`src/include/lbh_defs.vh`:
```
// Purpose: constants for the loopback command handler
// Assumes: byte-wide management register port, page plus byte address
// Notes: status codes are the two-bit class followed by the six-bit code
`ifndef LBH_DEFS_VH
`define LBH_DEFS_VH

// ==========================================================
// page selects
`define LBH_PAGE_STATUS 8'h00
`define LBH_PAGE_MSG 8'h9F

// ==========================================================
// byte offsets
`define LBH_OFS_FLAG 8'h08
`define LBH_FLAG_BIT 6
`define LBH_OFS_STATUS 8'h25
`define LBH_OFS_CMD_HI 8'h80
`define LBH_OFS_CMD_LO 8'h81
`define LBH_OFS_EPL_HI 8'h82
`define LBH_OFS_EPL_LO 8'h83
`define LBH_OFS_LPL 8'h84
`define LBH_OFS_CHK 8'h85
`define LBH_OFS_RPL_LEN 8'h86
`define LBH_OFS_RPL_CHK 8'h87

// ==========================================================
// command values
`define LBH_CMD_LOOPBACK 16'h0380
`define LBH_EPL_NONE 16'h0000
`define LBH_LPL_NONE 8'h00
`define LBH_RPL_EMPTY 8'h00

// ==========================================================
// status codes
`define LBH_ST_IDLE 8'h00
`define LBH_ST_CAPTURED 8'h81
`define LBH_ST_CHECKING 8'h82
`define LBH_ST_EXECUTING 8'h83
`define LBH_ST_SUCCESS 8'h01
`define LBH_ST_FAIL 8'h40
`define LBH_ST_PARAM 8'h42
`define LBH_ST_CHK_ERR 8'h45

`endif

```
`src/lbh_handler.v`:
```
// Purpose: module-side handler for the loopback diagnostics command
// Assumes: host writes header bytes, then the low command byte starts it
// Notes: read data returns one cycle after the read strobe
//
// Functional notes
// Host requests with identifier 0380h, both payload lengths zero.
// Header check byte covers bytes 128-132; correct value is 7Ch.
// Reply length and reply check may be preloaded; module ignores them.
// Command-complete flag goes to one when handling ends, any outcome.
// Busy codes 81h captured, 82h checking, 83h executing.
// Final 01h on success, 40h on unspecific failure.
// Out-of-range parameter or unsupported function ends with 42h.
// Check byte mismatch ends with 45h.
// Reply writes zero length and zero check byte.
// Bytes 136-255 of the message page are ignored both ways.
// Flag held clear, busy code shown from capture until final code.
`timescale 1ns/10ps
`include "lbh_defs.vh"

module lbh_handler (
    // clock and reset
    input wire ref_clk,
    input wire rstn,
    // register port
    input wire [7:0] reg_page,
    input wire [7:0] reg_addr,
    input wire [7:0] reg_wdata,
    input wire reg_wr,
    input wire reg_rd,
    output reg [7:0] reg_rdata,
    // status view
    output reg command_complete_flag,
    output reg [7:0] command_status,
    output reg busy
);

    // ==========================================================
    // states
    localparam [4:0] S_IDLE = 5'b0_0001;
    localparam [4:0] S_CAPT = 5'b0_0010;
    localparam [4:0] S_CHECK = 5'b0_0100;
    localparam [4:0] S_EXEC = 5'b0_1000;
    localparam [4:0] S_DONE = 5'b1_0000;

    // ==========================================================
    // reset release
    reg rst_meta_reg;
    reg rst_sync_reg;

    always @(posedge ref_clk or negedge rstn) begin
        if (!rstn) begin
            rst_meta_reg <= 1'b0;
            rst_sync_reg <= 1'b0;
        end else begin
            rst_meta_reg <= 1'b1;
            rst_sync_reg <= rst_meta_reg;
        end
    end

    wire rst_n_int;
    assign rst_n_int = rst_sync_reg;

    // ==========================================================
    // decode
    wire msg_pg;
    wire st_pg;
    wire wr_msg;
    wire start_cmd;

    assign msg_pg = (reg_page == `LBH_PAGE_MSG);
    assign st_pg = (reg_page == `LBH_PAGE_STATUS);
    assign wr_msg = reg_wr & msg_pg;
    assign start_cmd = wr_msg & (reg_addr == `LBH_OFS_CMD_LO);

    // ==========================================================
    // header bytes
    reg [15:0] cmd_id_reg;
    reg [15:0] epl_len_reg;
    reg [7:0] lpl_len_reg;
    reg [7:0] chk_reg;
    reg [7:0] rpl_len_reg;
    reg [7:0] rpl_chk_reg;
    reg [4:0] state_reg;
    reg [4:0] state_next;
    reg [7:0] status_next;
    reg chk_bad_reg;
    reg overrun_reg;
    wire [7:0] chk_calc;
    wire in_busy;

    assign in_busy = (state_reg != S_IDLE) && (state_reg != S_DONE);

    // a start that arrives while busy is never taken as a new command
    wire start_ok;
    wire start_late;

    assign start_ok = start_cmd & ~in_busy;
    assign start_late = start_cmd & in_busy;

    lbh_chk_calc u_chk (
        .cmd_id(cmd_id_reg),
        .epl_len(epl_len_reg),
        .lpl_len(lpl_len_reg),
        .chk_code(chk_calc)
    );

    // header writes are blocked while busy so the checked bytes stay stable
    always @(posedge ref_clk or negedge rst_n_int) begin
        if (!rst_n_int) begin
            cmd_id_reg <= 16'h0000;
            epl_len_reg <= 16'h0000;
            lpl_len_reg <= 8'h00;
            chk_reg <= 8'h00;
        end else if (wr_msg && !in_busy) begin
            case (reg_addr)
                `LBH_OFS_CMD_HI: cmd_id_reg[15:8] <= reg_wdata;
                `LBH_OFS_CMD_LO: cmd_id_reg[7:0] <= reg_wdata;
                `LBH_OFS_EPL_HI: epl_len_reg[15:8] <= reg_wdata;
                `LBH_OFS_EPL_LO: epl_len_reg[7:0] <= reg_wdata;
                `LBH_OFS_LPL: lpl_len_reg <= reg_wdata;
                `LBH_OFS_CHK: chk_reg <= reg_wdata;
                default: chk_reg <= chk_reg;
            endcase
        end
    end

    // ==========================================================
    // reply bytes
    // the host may preload these to see later that the module overwrote them;
    // nothing in the handler reads them for its own use
    always @(posedge ref_clk or negedge rst_n_int) begin
        if (!rst_n_int) begin
            rpl_len_reg <= 8'h00;
            rpl_chk_reg <= 8'h00;
        end else if (state_reg == S_EXEC) begin
            rpl_len_reg <= `LBH_RPL_EMPTY;
            rpl_chk_reg <= `LBH_RPL_EMPTY;
        end else if (wr_msg && !in_busy) begin
            if (reg_addr == `LBH_OFS_RPL_LEN) begin
                rpl_len_reg <= reg_wdata;
            end
            if (reg_addr == `LBH_OFS_RPL_CHK) begin
                rpl_chk_reg <= reg_wdata;
            end
        end
    end

    // ==========================================================
    // header field checks
    // each field is compared on its own; a wrong identifier and a wrong
    // length both end on the same parameter error code
    wire id_ok;
    wire epl_ok;
    wire lpl_ok;
    wire hdr_ok;
    wire chk_match;

    assign id_ok = (cmd_id_reg == `LBH_CMD_LOOPBACK);
    assign epl_ok = (epl_len_reg == `LBH_EPL_NONE);
    assign lpl_ok = (lpl_len_reg == `LBH_LPL_NONE);
    assign hdr_ok = id_ok & epl_ok & lpl_ok;
    // only header bytes are summed: payload bytes are never stored
    assign chk_match = (chk_calc == chk_reg);

    // ==========================================================
    // final code
    // a late start outranks the header checks: the run cannot be trusted
    reg [7:0] final_code;

    always @* begin
        final_code = `LBH_ST_SUCCESS;
        if (overrun_reg) begin
            final_code = `LBH_ST_FAIL;
        end else if (!hdr_ok) begin
            final_code = `LBH_ST_PARAM;
        end
    end

    // ==========================================================
    // command sequence
    always @* begin
        state_next = state_reg;
        status_next = command_status;
        case (state_reg)
            S_IDLE, S_DONE: begin
                if (start_cmd) begin
                    state_next = S_CAPT;
                    status_next = `LBH_ST_CAPTURED;
                end
            end
            S_CAPT: begin
                state_next = S_CHECK;
                status_next = `LBH_ST_CHECKING;
            end
            S_CHECK: begin
                if (chk_bad_reg) begin
                    state_next = S_DONE;
                    status_next = `LBH_ST_CHK_ERR;
                end else begin
                    state_next = S_EXEC;
                    status_next = `LBH_ST_EXECUTING;
                end
            end
            S_EXEC: begin
                state_next = S_DONE;
                status_next = final_code;
            end
            default: begin
                state_next = S_IDLE;
                status_next = `LBH_ST_IDLE;
            end
        endcase
    end

    always @(posedge ref_clk or negedge rst_n_int) begin
        if (!rst_n_int) begin
            state_reg <= S_IDLE;
            command_status <= `LBH_ST_IDLE;
            busy <= 1'b0;
        end else begin
            state_reg <= state_next;
            command_status <= status_next;
            busy <= (state_next != S_IDLE) && (state_next != S_DONE);
        end
    end

    // ==========================================================
    // check result and late start
    // compared one cycle after capture, header bytes now frozen
    always @(posedge ref_clk or negedge rst_n_int) begin
        if (!rst_n_int) begin
            chk_bad_reg <= 1'b0;
        end else if (state_reg == S_CAPT) begin
            chk_bad_reg <= ~chk_match;
        end
    end

    // a new start while busy cannot be honoured; in capture or check it fails the run (40h) unless the check byte fails; in execute it is lost
    always @(posedge ref_clk or negedge rst_n_int) begin
        if (!rst_n_int) begin
            overrun_reg <= 1'b0;
        end else if (start_late) begin
            overrun_reg <= 1'b1;
        end else if (start_ok) begin
            overrun_reg <= 1'b0;
        end
    end

    // ==========================================================
    // completion flag, cleared by reading its byte
    wire flag_rd;
    assign flag_rd = reg_rd & st_pg & (reg_addr == `LBH_OFS_FLAG);

    // set wins over every clear, so a read in the completion cycle loses nothing
    wire finish_now;
    assign finish_now = (state_next == S_DONE) && (state_reg != S_DONE);

    always @(posedge ref_clk or negedge rst_n_int) begin
        if (!rst_n_int) begin
            command_complete_flag <= 1'b0;
        end else if (finish_now) begin
            command_complete_flag <= 1'b1;
        end else if (start_cmd || flag_rd || in_busy) begin
            command_complete_flag <= 1'b0;
        end
    end

    // ==========================================================
    // read port
    // the byte is picked combinationally and registered once, so read data
    // comes from a flip-flop one cycle after the strobe
    reg [7:0] st_byte;
    reg [7:0] msg_byte;

    always @* begin
        case (reg_addr)
            `LBH_OFS_FLAG: st_byte = {1'b0, command_complete_flag, 6'b00_0000};
            `LBH_OFS_STATUS: st_byte = command_status;
            default: st_byte = 8'h00;
        endcase
    end

    always @* begin
        case (reg_addr)
            `LBH_OFS_CMD_HI: msg_byte = cmd_id_reg[15:8];
            `LBH_OFS_CMD_LO: msg_byte = cmd_id_reg[7:0];
            `LBH_OFS_EPL_HI: msg_byte = epl_len_reg[15:8];
            `LBH_OFS_EPL_LO: msg_byte = epl_len_reg[7:0];
            `LBH_OFS_LPL: msg_byte = lpl_len_reg;
            `LBH_OFS_CHK: msg_byte = chk_reg;
            `LBH_OFS_RPL_LEN: msg_byte = rpl_len_reg;
            `LBH_OFS_RPL_CHK: msg_byte = rpl_chk_reg;
            default: msg_byte = 8'h00;
        endcase
    end

    always @(posedge ref_clk or negedge rst_n_int) begin
        if (!rst_n_int) begin
            reg_rdata <= 8'h00;
        end else if (reg_rd && st_pg) begin
            reg_rdata <= st_byte;
        end else if (reg_rd && msg_pg) begin
            reg_rdata <= msg_byte;
        end else if (reg_rd) begin
            reg_rdata <= 8'h00;
        end
    end

endmodule

```
`src/lbh_chk_calc.v`:
```
// Purpose: header check code, ones complement of the byte sum
// Assumes: no local payload bytes contribute (length is checked apart)
// Notes: sum is kept to eight bits, carries are dropped
`timescale 1ns/10ps

module lbh_chk_calc (
    // header bytes
    input wire [15:0] cmd_id,
    input wire [15:0] epl_len,
    input wire [7:0] lpl_len,
    // result
    output wire [7:0] chk_code
);

    wire [7:0] sum;

    assign sum = cmd_id[15:8] + cmd_id[7:0] + epl_len[15:8] + epl_len[7:0] + lpl_len;
    assign chk_code = ~sum;

endmodule

```
`config.mk`:
```
export PLATFORM = sky130hd
export DESIGN_NAME = lbh_handler
export DESIGN_NICKNAME = d
export VERILOG_FILES = /design/src/lbh_handler.v /design/src/lbh_chk_calc.v
export VERILOG_INCLUDE_DIRS = /design/src /design/src/include
export SDC_FILE = /design/constraint.sdc
export NUM_CORES = 1
export LEC_CHECK = 0
export BUFFER_PORTS_ARGS = -buffer_cell sky130_fd_sc_hd__clkbuf_2
export CAP_MARGIN = 20
export CORE_AREA = 2 2 103 105
export DETAILED_ROUTE_END_ITERATION = 8
export DIE_AREA = 0 0 105 107
export PLACE_DENSITY = 0.7
export SKIP_CTS_REPAIR_TIMING = 1
export SLEW_MARGIN = 15
export SYNTH_ARGS = -nofsm -noshare
export SYNTH_HDL_FRONTEND = slang
export SYNTH_SLANG_ARGS = --single-unit
```
`constraint.sdc`:
```
create_clock -name ref_clk -period 3 [get_ports ref_clk]
set_clock_uncertainty 0.2 [all_clocks]
set_input_delay 0.15 -clock ref_clk [delete_from_list [all_inputs] [get_ports ref_clk]]
set_output_delay 0.15 -clock ref_clk [all_outputs]
set_load 0.02 [all_outputs]
```
==> results of run 1 <==
## synthesized netlist by cell type, types with 2 or more instances
cell type	n
a21o_1	6
a21oi_1	5
a221o_1	3
a22oi_1	6
a31oi_1	2
and3_1	3
buf_2	2
buf_4	4
clkbuf_1	6
conb_1	2
dfrtp_1	87
fa_1	20
ha_1	8
inv_1	11
mux2_2	45
mux2i_1	22
mux4_2	12
nand2_1	14
nand2b_1	4
nand3_1	7
nand4_1	8
nor2_1	37
nor2b_1	3
nor3_1	9
nor3_4	4
nor4_1	13
o21ai_0	7
o21bai_1	2
o2bb2ai_1	2
xnor2_1	13
xor2_1	8
## layer usage
metal	GRT usage (%)	wire (um)	vias to the layer above
met4	7.619	283	0
li1	-	-	1629
met5	0	0	-
met1	31.90	5411	1843
met2	40.03	5966	135
met3	5.714	868	19
## worst max-delay path: cells and delay by family, from the launching register on
kind / cells / cell delay [ps]
adders and majority gates: 4 / 1890
AOI/OAI and AO/OA: 5 / 780
DFF: 1 / 410
xor gates and xnor gates: 1 / 140
## cells in the final DEF (no fill, tap or decap), types with 3 or more instances in the layout
cell	n
nor3_1	9
nor4_1	13
o21ai_0	7
mux2i_1	22
dfrtp_1	86
xor2_1	8
fa_1	18
buf_4	41
xnor2_1	13
nand2_1	14
dlygate4sd3_1	11
nor2_1	37
nor3_4	4
conb_1	4
a21o_1	6
clkbuf_8	9
a221o_1	3
clkbuf_2	42
nand2b_1	4
nor2b_1	3
mux4_2	12
and3_1	3
ha_1	7
a22oi_1	6
mux2_2	45
nand4_1	8
nand3_1	7
a21oi_1	3
inv_1	11
bufinv_16	4
## power groups by stage
| stage | combinational [W] | clock, W | sequential, W |
|---|---|---|---|
| floorplan | 0.000122 | 0 | 0.00130 |
| global placement | 0.000221 | 0 | 0.00129 |
| detailed placement | 0.000227 | 0 | 0.00129 |
| CTS | 0.000228 | 0.00108 | 0.00127 |
| global route | 0.000282 | 0.00114 | 0.00126 |
| finish | 0.000256 | 0.00106 | 0.00125 |
## metrics by stage
| step | TNS (ps) | instances | instance area (um2) |
|---|---|---|---|
| final | -531.8 | 633 | 5979 |
| after global routing | -686.0 | 633 | 5979 |
| after CTS | -558.4 | 621 | 5832 |
| after detailed placement | -537.3 | 605 | 5572 |
| after global placement | -434.0 | 605 | 5572 |
| after floorplan | -395.3 | 400 | 4957 |
## how the worst max path moves through the flow
| stage | to | slack [ps] | cells past startpoint |
|---|---|---|---|
| floorplan | chk_bad_reg | -400 | 11 |
| global placement | chk_bad_reg | -430 | 10 |
| detailed placement | chk_bad_reg | -540 | 10 |
| CTS | chk_bad_reg | -560 | 10 |
| global route | chk_bad_reg | -690 | 11 |
| finish | chk_bad_reg | -530 | 10 |
## cell type report
class                           instances  area (um2)
Clock buffer                           10       127.6
Clock inverter                          6       132.6
Fill cell                             845        4113
Inverter                               12       45.04
Multi-Input combinational cell        286        2641
Sequential cell                        88        2207
Tap cell                              136       170.2
Timing Repair Buffer                   95       655.6
## logic make-up (layout without fill, tap and decap cells)
logic type,after synthesis,in the layout,share of synthesized area [%]
AND/OR/NAND/NOR,114,114,12.86
AO/OA/AOI/OAI,39,39,5.647
buffers and inverters,26,123,2.481
flip-flops,88,88,44.59
multiplexers,80,80,20.41
XOR/XNOR,21,21,3.723
other,2,4,0.1520
adder cells (fa/ha/maj),28,28,10.13
==> impl_metrics.py, run 1 <==
metrics = {
    "synthesis": {
        "avgSynthCellArea_um2": 12.41,
        "synth_top_area_share_pct": 44.06,
        "ys_async_sr_fraction_pct": 100.0,
        "syn_area_um2": 4941,
        "yosys_warnings": 0,
        "ys_seq_elements": 88,
        "yosys.cell_types.count": 54,
        "synth_top_cell_by_area": "dfrtp_1",
        "synthTopCellsByArea": "dfrtp_1 (44%), mux2_2 (10%), fa_1 (8.1%)",
        "syn_inst": 398,
        "synthFlopType": "dfrtp_1",
        "synth-edff-count": 0,
        "seq_area_frac_synth_pct": 44.59,
    },
    "timing": {
        "drv_slew": 0,
        "setup_viol": 1,
        "slew_headroom_pct": 44.91,
        "period_needed_ps": 3532,
        "hold_viol": 1,
        "worstMarginPinSlew_ps": 826.4,
        "holdWs_ps": -5.762,
        "rsz0062_at_grt": "true",
        "setup_slack_ps": -531.8,
        "fmax_mhz": 283.1,
        "finalCritPeriodShare_pct": 117.7,
    },
    "clock_network": {
        "numCtsBuffers": 9,
        "clock_path_buffers": 2,
        "clock_sinks": 88,
        "root_buffer": "clkbuf_8",
        "ctsHtreeMaxLevel": 3,
        "clk_pin_slew_worst_paths_ps": 90,
        "cts_tree": "done",
        "clkLatencyLatePin_ps": 360,
    },
    "routing": {
        "drc": 0,
        "dr_total_vias": 3626,
        "drtIter0Drc": 203,
        "firstDrtPassIters": 4,
        "via_per_inst": 5.728,
        "ant_nets": 0,
        "wl_per_cell_um": 19.79,
        "wirelength_mm": 12.53,
    },
    "global_routing": {
        "grt_usage_pct": 24.23,
        "gr-total-overflow": 0,
        "grt_antenna_before_repair": 0,
        "grt_max_degree": 87,
        "grt_pass1_wl_mm": 20.47,
        "grt_pass1_vias": 3807,
    },
    "critical_path": {
        "critPathKind": "flip-flop to flip-flop",
        "reg2reg_slack_ps": -530,
        "reg2regPathDepth": 10,
        "cp_slowest_stage_delay_ps": 610,
        "crit_required_ps": 3040,
        "crit_path_start": "cmd_id_reg[2]",
        "r2r_start": "cmd_id_reg[2]",
        "crit_path_top_delay_cell": "fa_2",
        "crit_path_start_kind": "flip-flop",
        "path_cells": "fa_1 > fa_1 > fa_2 > ha_1 > a21o_1 > a21oi_1 > o21bai_1 > a21oi_1 > xnor2_1 > a31oi_1",
        "endpoint_kind": "flip-flop",
        "cp_max_fo": 2,
        "r2r-end": "chk_bad_reg",
        "arrival_ps": 3570,
    },
    "final_layout": {
        "nets": 548,
        "postLayoutCoreUtil_pct": 59.25,
        "antenna_cells": 0,
        "drive_gt1_share_pct": 34.41,
        "syn_to_final_growth_pct": 21.02,
    },
    "hold_path": {
        "hp-start": "reg_addr[5]",
        "min_path_type": "input pin to flip-flop",
        "holdPathEnd": "command_complete_flag",
        "hold_depth": 3,
    },
    "place": {
        "dp_hpwl_mm": 8.991,
        "place.gp.congestion": 0.9480,
        "place_ws_ps": -537.3,
        "io_buffers": 42,
    },
    "outcome": {
        "violations": "negative hold slack, negative setup slack",
        "outcome": "finished with violations",
    },
    "power_and_ir_drop": {
        "p_sw_share_pct": 23.76,
        "power.leakage_nw": 3.067,
        "p_int_w": 0.001957,
        "max-vdd-ir-drop_v": 0.0003033,
        "p_comb_share_pct": 10.0,
        "clockPowerShare_pct": 41.3,
        "pwr_density_cell_nw_per_um2": 429.3,
        "sequentialPowerShare_pct": 48.7,
        "p_total_w": 0.002567,
        "p_sw_w": 0.0006099,
    },
    "floorplanning": {
        "rows": 37,
        "start_util_pct": 48.96,
        "die_h_um": 107,
        "coreArea_um2": 10090,
        "io_pins": 46,
        "die-area_um2": 11240,
        "die_w_um": 105,
    },
    "flow_run": {
        "cap_violations": 0,
    },
}
(Power assumes the default switching activity.)
==> run 2, diff against run 1 <==
CTS_BUF_LIST = sky130_fd_sc_hd__clkbuf_8   (was unset)
==> run 2 against run 1 <==
Compared with the run above: the run still ends with negative hold slack, negative setup slack left; total power down 0.12%; via count about the same; register-to-register slack about the same; setup slack is the same; non-clock buffer count unchanged; routed wire length about the same; flip-flop and latch count unchanged; maximum frequency unchanged; worst hold slack barely moved; critical path type unchanged; largest cell class unchanged.
==> impl_metrics.py, run 2 (synthesis gave the netlist of run 1 again) <==
metrics = {
    "power_and_ir_drop": {
        "p_comb_share_pct": 10.0,
        "p_total_w": 0.002564,
        "sequentialPowerShare_pct": 48.7,
        "p_sw_w": 0.0006102,
        "p_sw_share_pct": 23.80,
        "clockPowerShare_pct": 41.3,
        "max-vdd-ir-drop_v": 0.0003033,
        "p_int_w": 0.001953,
        "power.leakage_nw": 3.071,
        "pwr_density_cell_nw_per_um2": 428.7,
    },
    "timing": {
        "slew_headroom_pct": 44.91,
        "fmax_mhz": 283.1,
        "finalCritPeriodShare_pct": 117.7,
        "period_needed_ps": 3532,
        "setup_slack_ps": -531.8,
        "holdWs_ps": -5.713,
        "rsz0062_at_grt": "true",
        "worstMarginPinSlew_ps": 826.4,
        "setup_viol": 1,
        "fin_tns_setup_ps": -531.8,
        "hold_viol": 1,
        "drv_slew": 0,
    },
    "outcome": {
        "violations": "negative hold slack, negative setup slack",
        "outcome": "finished with violations",
    },
    "routing": {
        "wirelength_mm": 12.53,
        "ant_nets": 0,
        "via_per_inst": 5.730,
        "wl_per_cell_um": 19.79,
        "firstDrtPassIters": 4,
        "drc": 0,
        "dr_total_vias": 3627,
        "drtIter0Drc": 211,
    },
    "critical_path": {
        "critPathKind": "flip-flop to flip-flop",
        "crit_required_ps": 3040,
        "endpoint_kind": "flip-flop",
        "crit_path_start_kind": "flip-flop",
        "cp_max_fo": 2,
        "arrival_ps": 3570,
    },
    "final_layout": {
        "syn_to_final_growth_pct": 21.02,
        "drive_gt1_share_pct": 34.41,
        "final_cell_mix": "dfrtp_1 (86), mux2_2 (45), clkbuf_2 (42), buf_4 (41), nor2_1 (37)",
        "final_common_cell": "dfrtp_1",
        "nets": 548,
        "instances_no_fill": 633,
        "postLayoutCoreUtil_pct": 59.25,
        "antenna_cells": 0,
    },
    "floorplanning": {
        "start_util_pct": 48.96,
        "die_w_um": 105,
        "coreArea_um2": 10090,
        "rows": 37,
        "die_h_um": 107,
        "io_pins": 46,
        "die-area_um2": 11240,
    },
    "place": {
        "place.gp.congestion": 0.9480,
        "dp_hpwl_mm": 8.991,
        "placedCellCount": 605,
        "place_ws_ps": -537.3,
        "io_buffers": 42,
    },
    "global_routing": {
        "grt_pass1_wl_mm": 20.47,
        "grt_max_degree": 87,
        "grt_pass1_vias": 3807,
        "grt_usage_pct": 24.23,
        "gr-total-overflow": 0,
        "grt_antenna_before_repair": 0,
    },
    "clock_network": {
        "clock_sinks": 88,
        "ctsHtreeMaxLevel": 3,
        "root_buffer": "clkbuf_8",
        "numCtsBuffers": 9,
        "clock_path_buffers": 2,
        "clk_pin_slew_worst_paths_ps": 90,
        "cts_tree": "done",
        "clkLatencyLatePin_ps": 360,
    },
    "flow_run": {
        "cap_violations": 0,
    },
    "hold_path": {
        "min_path_type": "input pin to flip-flop",
    },
}
## run 2: cell types whose count changed in the layout (fill, tap and decap cells not counted), sizes merged
cell,previous run,this run
clkbuf,52,51
inv,11,12
## run 2: critical path: stages (launching register included)
cell and delay (ps):
dfrtp_1 410, fa_1 580, fa_1 450, fa_2 610
ha_1 250, a21o_1 170, a21oi_1 230, o21bai_1 100
a21oi_1 180, xnor2_1 140, a31oi_1 100
## run 2: final timing paths
kind | start | to | depth (start not counted) | slack, ps
min reg2reg | rst_n_int | rpl_chk_reg[0] | 0 | 50
max | cmd_id_reg[2] | chk_bad_reg | 10 | -530
min in group asynchronous | rst_n_int | rpl_chk_reg[0] | 0 | 50
max in group asynchronous | rst_n_int | epl_len_reg[15] | 1 | 1900
max reg2reg | cmd_id_reg[2] | chk_bad_reg | 10 | -530
min | reg_addr[5] | command_complete_flag | 3 | -6
## run 2: power groups by stage
stage	Sequential [W]	Clock, W	Combinational (W)
global route	0.00126	0.00113	0.000282
floorplan	0.00130	0	0.000122
CTS	0.00127	0.00108	0.000228
global placement	0.00129	0	0.000221
finish	0.00125	0.00106	0.000256
detailed placement	0.00129	0	0.000227
## run 2: through the flow
step / cell area [um2] / hold WS [ps]
2_1_floorplan: 4957 / -345.6
3_3_place_gp: 5572 / -264.2
3_5_place_dp: 5572 / -262.2
4_1_cts: 5832 / -662.2
5_1_grt: 5979 / 2.005
6_report: 5979 / -5.713
## run 2: final cells by class
cell class / instances / area, um2
well taps: 136 / 170.2
flip-flops and latches: 88 / 2207
inverters: 12 / 45.04
clock buffers: 9 / 123.9
multi-input cells: 286 / 2641
fillers: 845 / 4113
clock inverters: 7 / 136.4
repair buffers: 95 / 655.6
## run 2: routing by layer
layer  vias up  share of wire (%)  GRT usage [%]
li1       1629                  -              -
met1      1844                 43          31.90
met2       135                 48          40.03
met3        19                6.9          5.714
met4         0                2.3          7.619
met5         -                  0              0
==> run 3, diff against run 2 <==
PLACE_DENSITY = 0.82   (was 0.7)
==> run 3 against run 2 <==
Compared with the run above: the run ends with negative setup slack left; count of clock-buffer cells in the layout is 2 higher; global-route usage shrank 0.48 points; non-clock buffer count is 1 lower; sequential share of layout area is 0.27 points higher; cell count down 0.16%; register-to-register slack worse by 70 ps; worst hold slack improved by 7.1 ps; die area is the same; total power fell by 7.2%; maximum frequency is 2.0% lower; combinational power increased by 2%; highest routed layer unchanged.
==> impl_metrics.py, run 3 (synthesis gave the netlist of run 1 again) <==
metrics = {
    "outcome": {
        "outcome": "finished with violations",
        "violations": "negative setup slack",
    },
    "place": {
        "place_ws_ps": -611.2,
        "dp_hpwl_mm": 8.950,
        "place.gp.congestion": 0.9894,
        "placedCellCount": 604,
        "io_buffers": 42,
    },
    "final_layout": {
        "multi_input_area_um2": 2645,
        "postLayoutCoreUtil_pct": 58.81,
        "final_common_cell": "dfrtp_1",
        "final_cell_mix": "dfrtp_1 (86), mux2_2 (45), clkbuf_2 (42), buf_4 (39), nor2_1 (37)",
        "instances_no_fill": 632,
        "syn_to_final_growth_pct": 20.13,
        "drive_gt1_share_pct": 34.27,
        "nets": 547,
        "antenna_cells": 0,
        "seqCellArea_um2": 2207,
        "n_fill_cell": 830,
    },
    "floorplanning": {
        "rows": 37,
        "die-area_um2": 11240,
        "die_h_um": 107,
        "die_w_um": 105,
        "io_pins": 46,
        "start_util_pct": 48.96,
        "coreArea_um2": 10090,
    },
    "flow_run": {
        "cap_violations": 0,
    },
    "critical_path": {
        "crit_required_ps": 3050,
        "critPathKind": "flip-flop to flip-flop",
        "cp_max_fo": 2,
        "arrival_ps": 3650,
        "crit_path_start_kind": "flip-flop",
        "endpoint_kind": "flip-flop",
    },
    "timing": {
        "slew_headroom_pct": 47.28,
        "drv_slew": 0,
        "period_needed_ps": 3605,
        "rsz0062_at_grt": "true",
        "holdWs_ps": 1.437,
        "setup_viol": 1,
        "setup_slack_ps": -605.0,
        "finalCritPeriodShare_pct": 120.2,
        "worstMarginPinSlew_ps": 790.9,
        "fmax_mhz": 277.4,
        "hold_viol": 0,
    },
    "clock_network": {
        "clk_pin_slew_worst_paths_ps": 90,
        "clock_sinks": 88,
        "clock_path_buffers": 2,
        "cts_tree": "done",
        "ctsHtreeMaxLevel": 3,
        "numCtsBuffers": 9,
        "clkLatencyLatePin_ps": 380,
        "root_buffer": "clkbuf_8",
    },
    "routing": {
        "wirelength_mm": 12.50,
        "drc": 0,
        "ant_nets": 0,
        "firstDrtPassIters": 4,
        "wl_per_cell_um": 19.78,
        "dr_total_vias": 3634,
        "via_per_inst": 5.750,
        "drtIter0Drc": 268,
    },
    "power_and_ir_drop": {
        "pwr_density_cell_nw_per_um2": 400.6,
        "p_total_w": 0.002378,
        "power.leakage_nw": 3.052,
        "max-vdd-ir-drop_v": 0.0002406,
    },
    "global_routing": {
        "grt_pass1_wl_mm": 20.17,
        "grt_usage_pct": 23.75,
        "gr-total-overflow": 0,
        "grt_pass1_vias": 3917,
        "grt_antenna_before_repair": 0,
        "grt_max_degree": 87,
    },
    "hold_path": {
        "min_path_type": "input pin to flip-flop",
    },
}
run 3: final timing paths:
check                              start               endpoint  slack, ps  depth (start not counted)
setup reg to reg           cmd_id_reg[1]            chk_bad_reg       -600                          9
min in group asynchronous      rst_n_int         rpl_chk_reg[0]         50                          0
max in group asynchronous      rst_n_int           state_reg[0]       1890                          1
hold reg to reg                rst_n_int         rpl_chk_reg[0]         50                          0
setup / recovery           cmd_id_reg[1]            chk_bad_reg       -600                          9
hold / removal               reg_addr[5]  command_complete_flag          1                          3
run 3: routing by layer:
metal / track usage [%] / wire (um) / vias to the layer above
met5: 0 / 0 / -
met4: 10.10 / 356 / 0
met3: 5.410 / 1035 / 30
met2: 40.77 / 6233 / 141
met1: 28.92 / 4875 / 1828
li1: - / - / 1635
run 3: worst max-delay path, stage by stage (launching register included):
cell	delay [ps]
dfrtp_1	410
fa_1	570
fa_1	440
fa_1	450
ha_2	200
fa_2	540
xor2_1	140
nand4_1	120
nor4_2	290
a31oi_1	110
run 3: stage by stage:
step | area, um2 | TNS, ps
2_1_floorplan | 4957 | -395.3
3_3_place_gp | 5577 | -439.5
3_5_place_dp | 5577 | -611.2
4_1_cts | 5784 | -630.8
5_1_grt | 5936 | -725.7
6_report | 5936 | -605.0
run 3: final cells by class:
cell class	instances	area share [%]
flip-flops and latches	88	37.18
well taps	136	2.867
multi-input cells	286	44.56
inverters	12	0.7589
clock inverters	5	0.9486
clock buffers	11	2.551
repair buffers	94	11.13
run 3: power breakdown:
part           switching [W]  leakage [nW]  internal (W)  total (W)
sequential         0.0000311          1.20       0.00122    0.00125
combinational       0.000159          1.74      0.000103   0.000262
clock               0.000435         0.111      0.000431   0.000866
total               0.000625          3.05       0.00175    0.00238
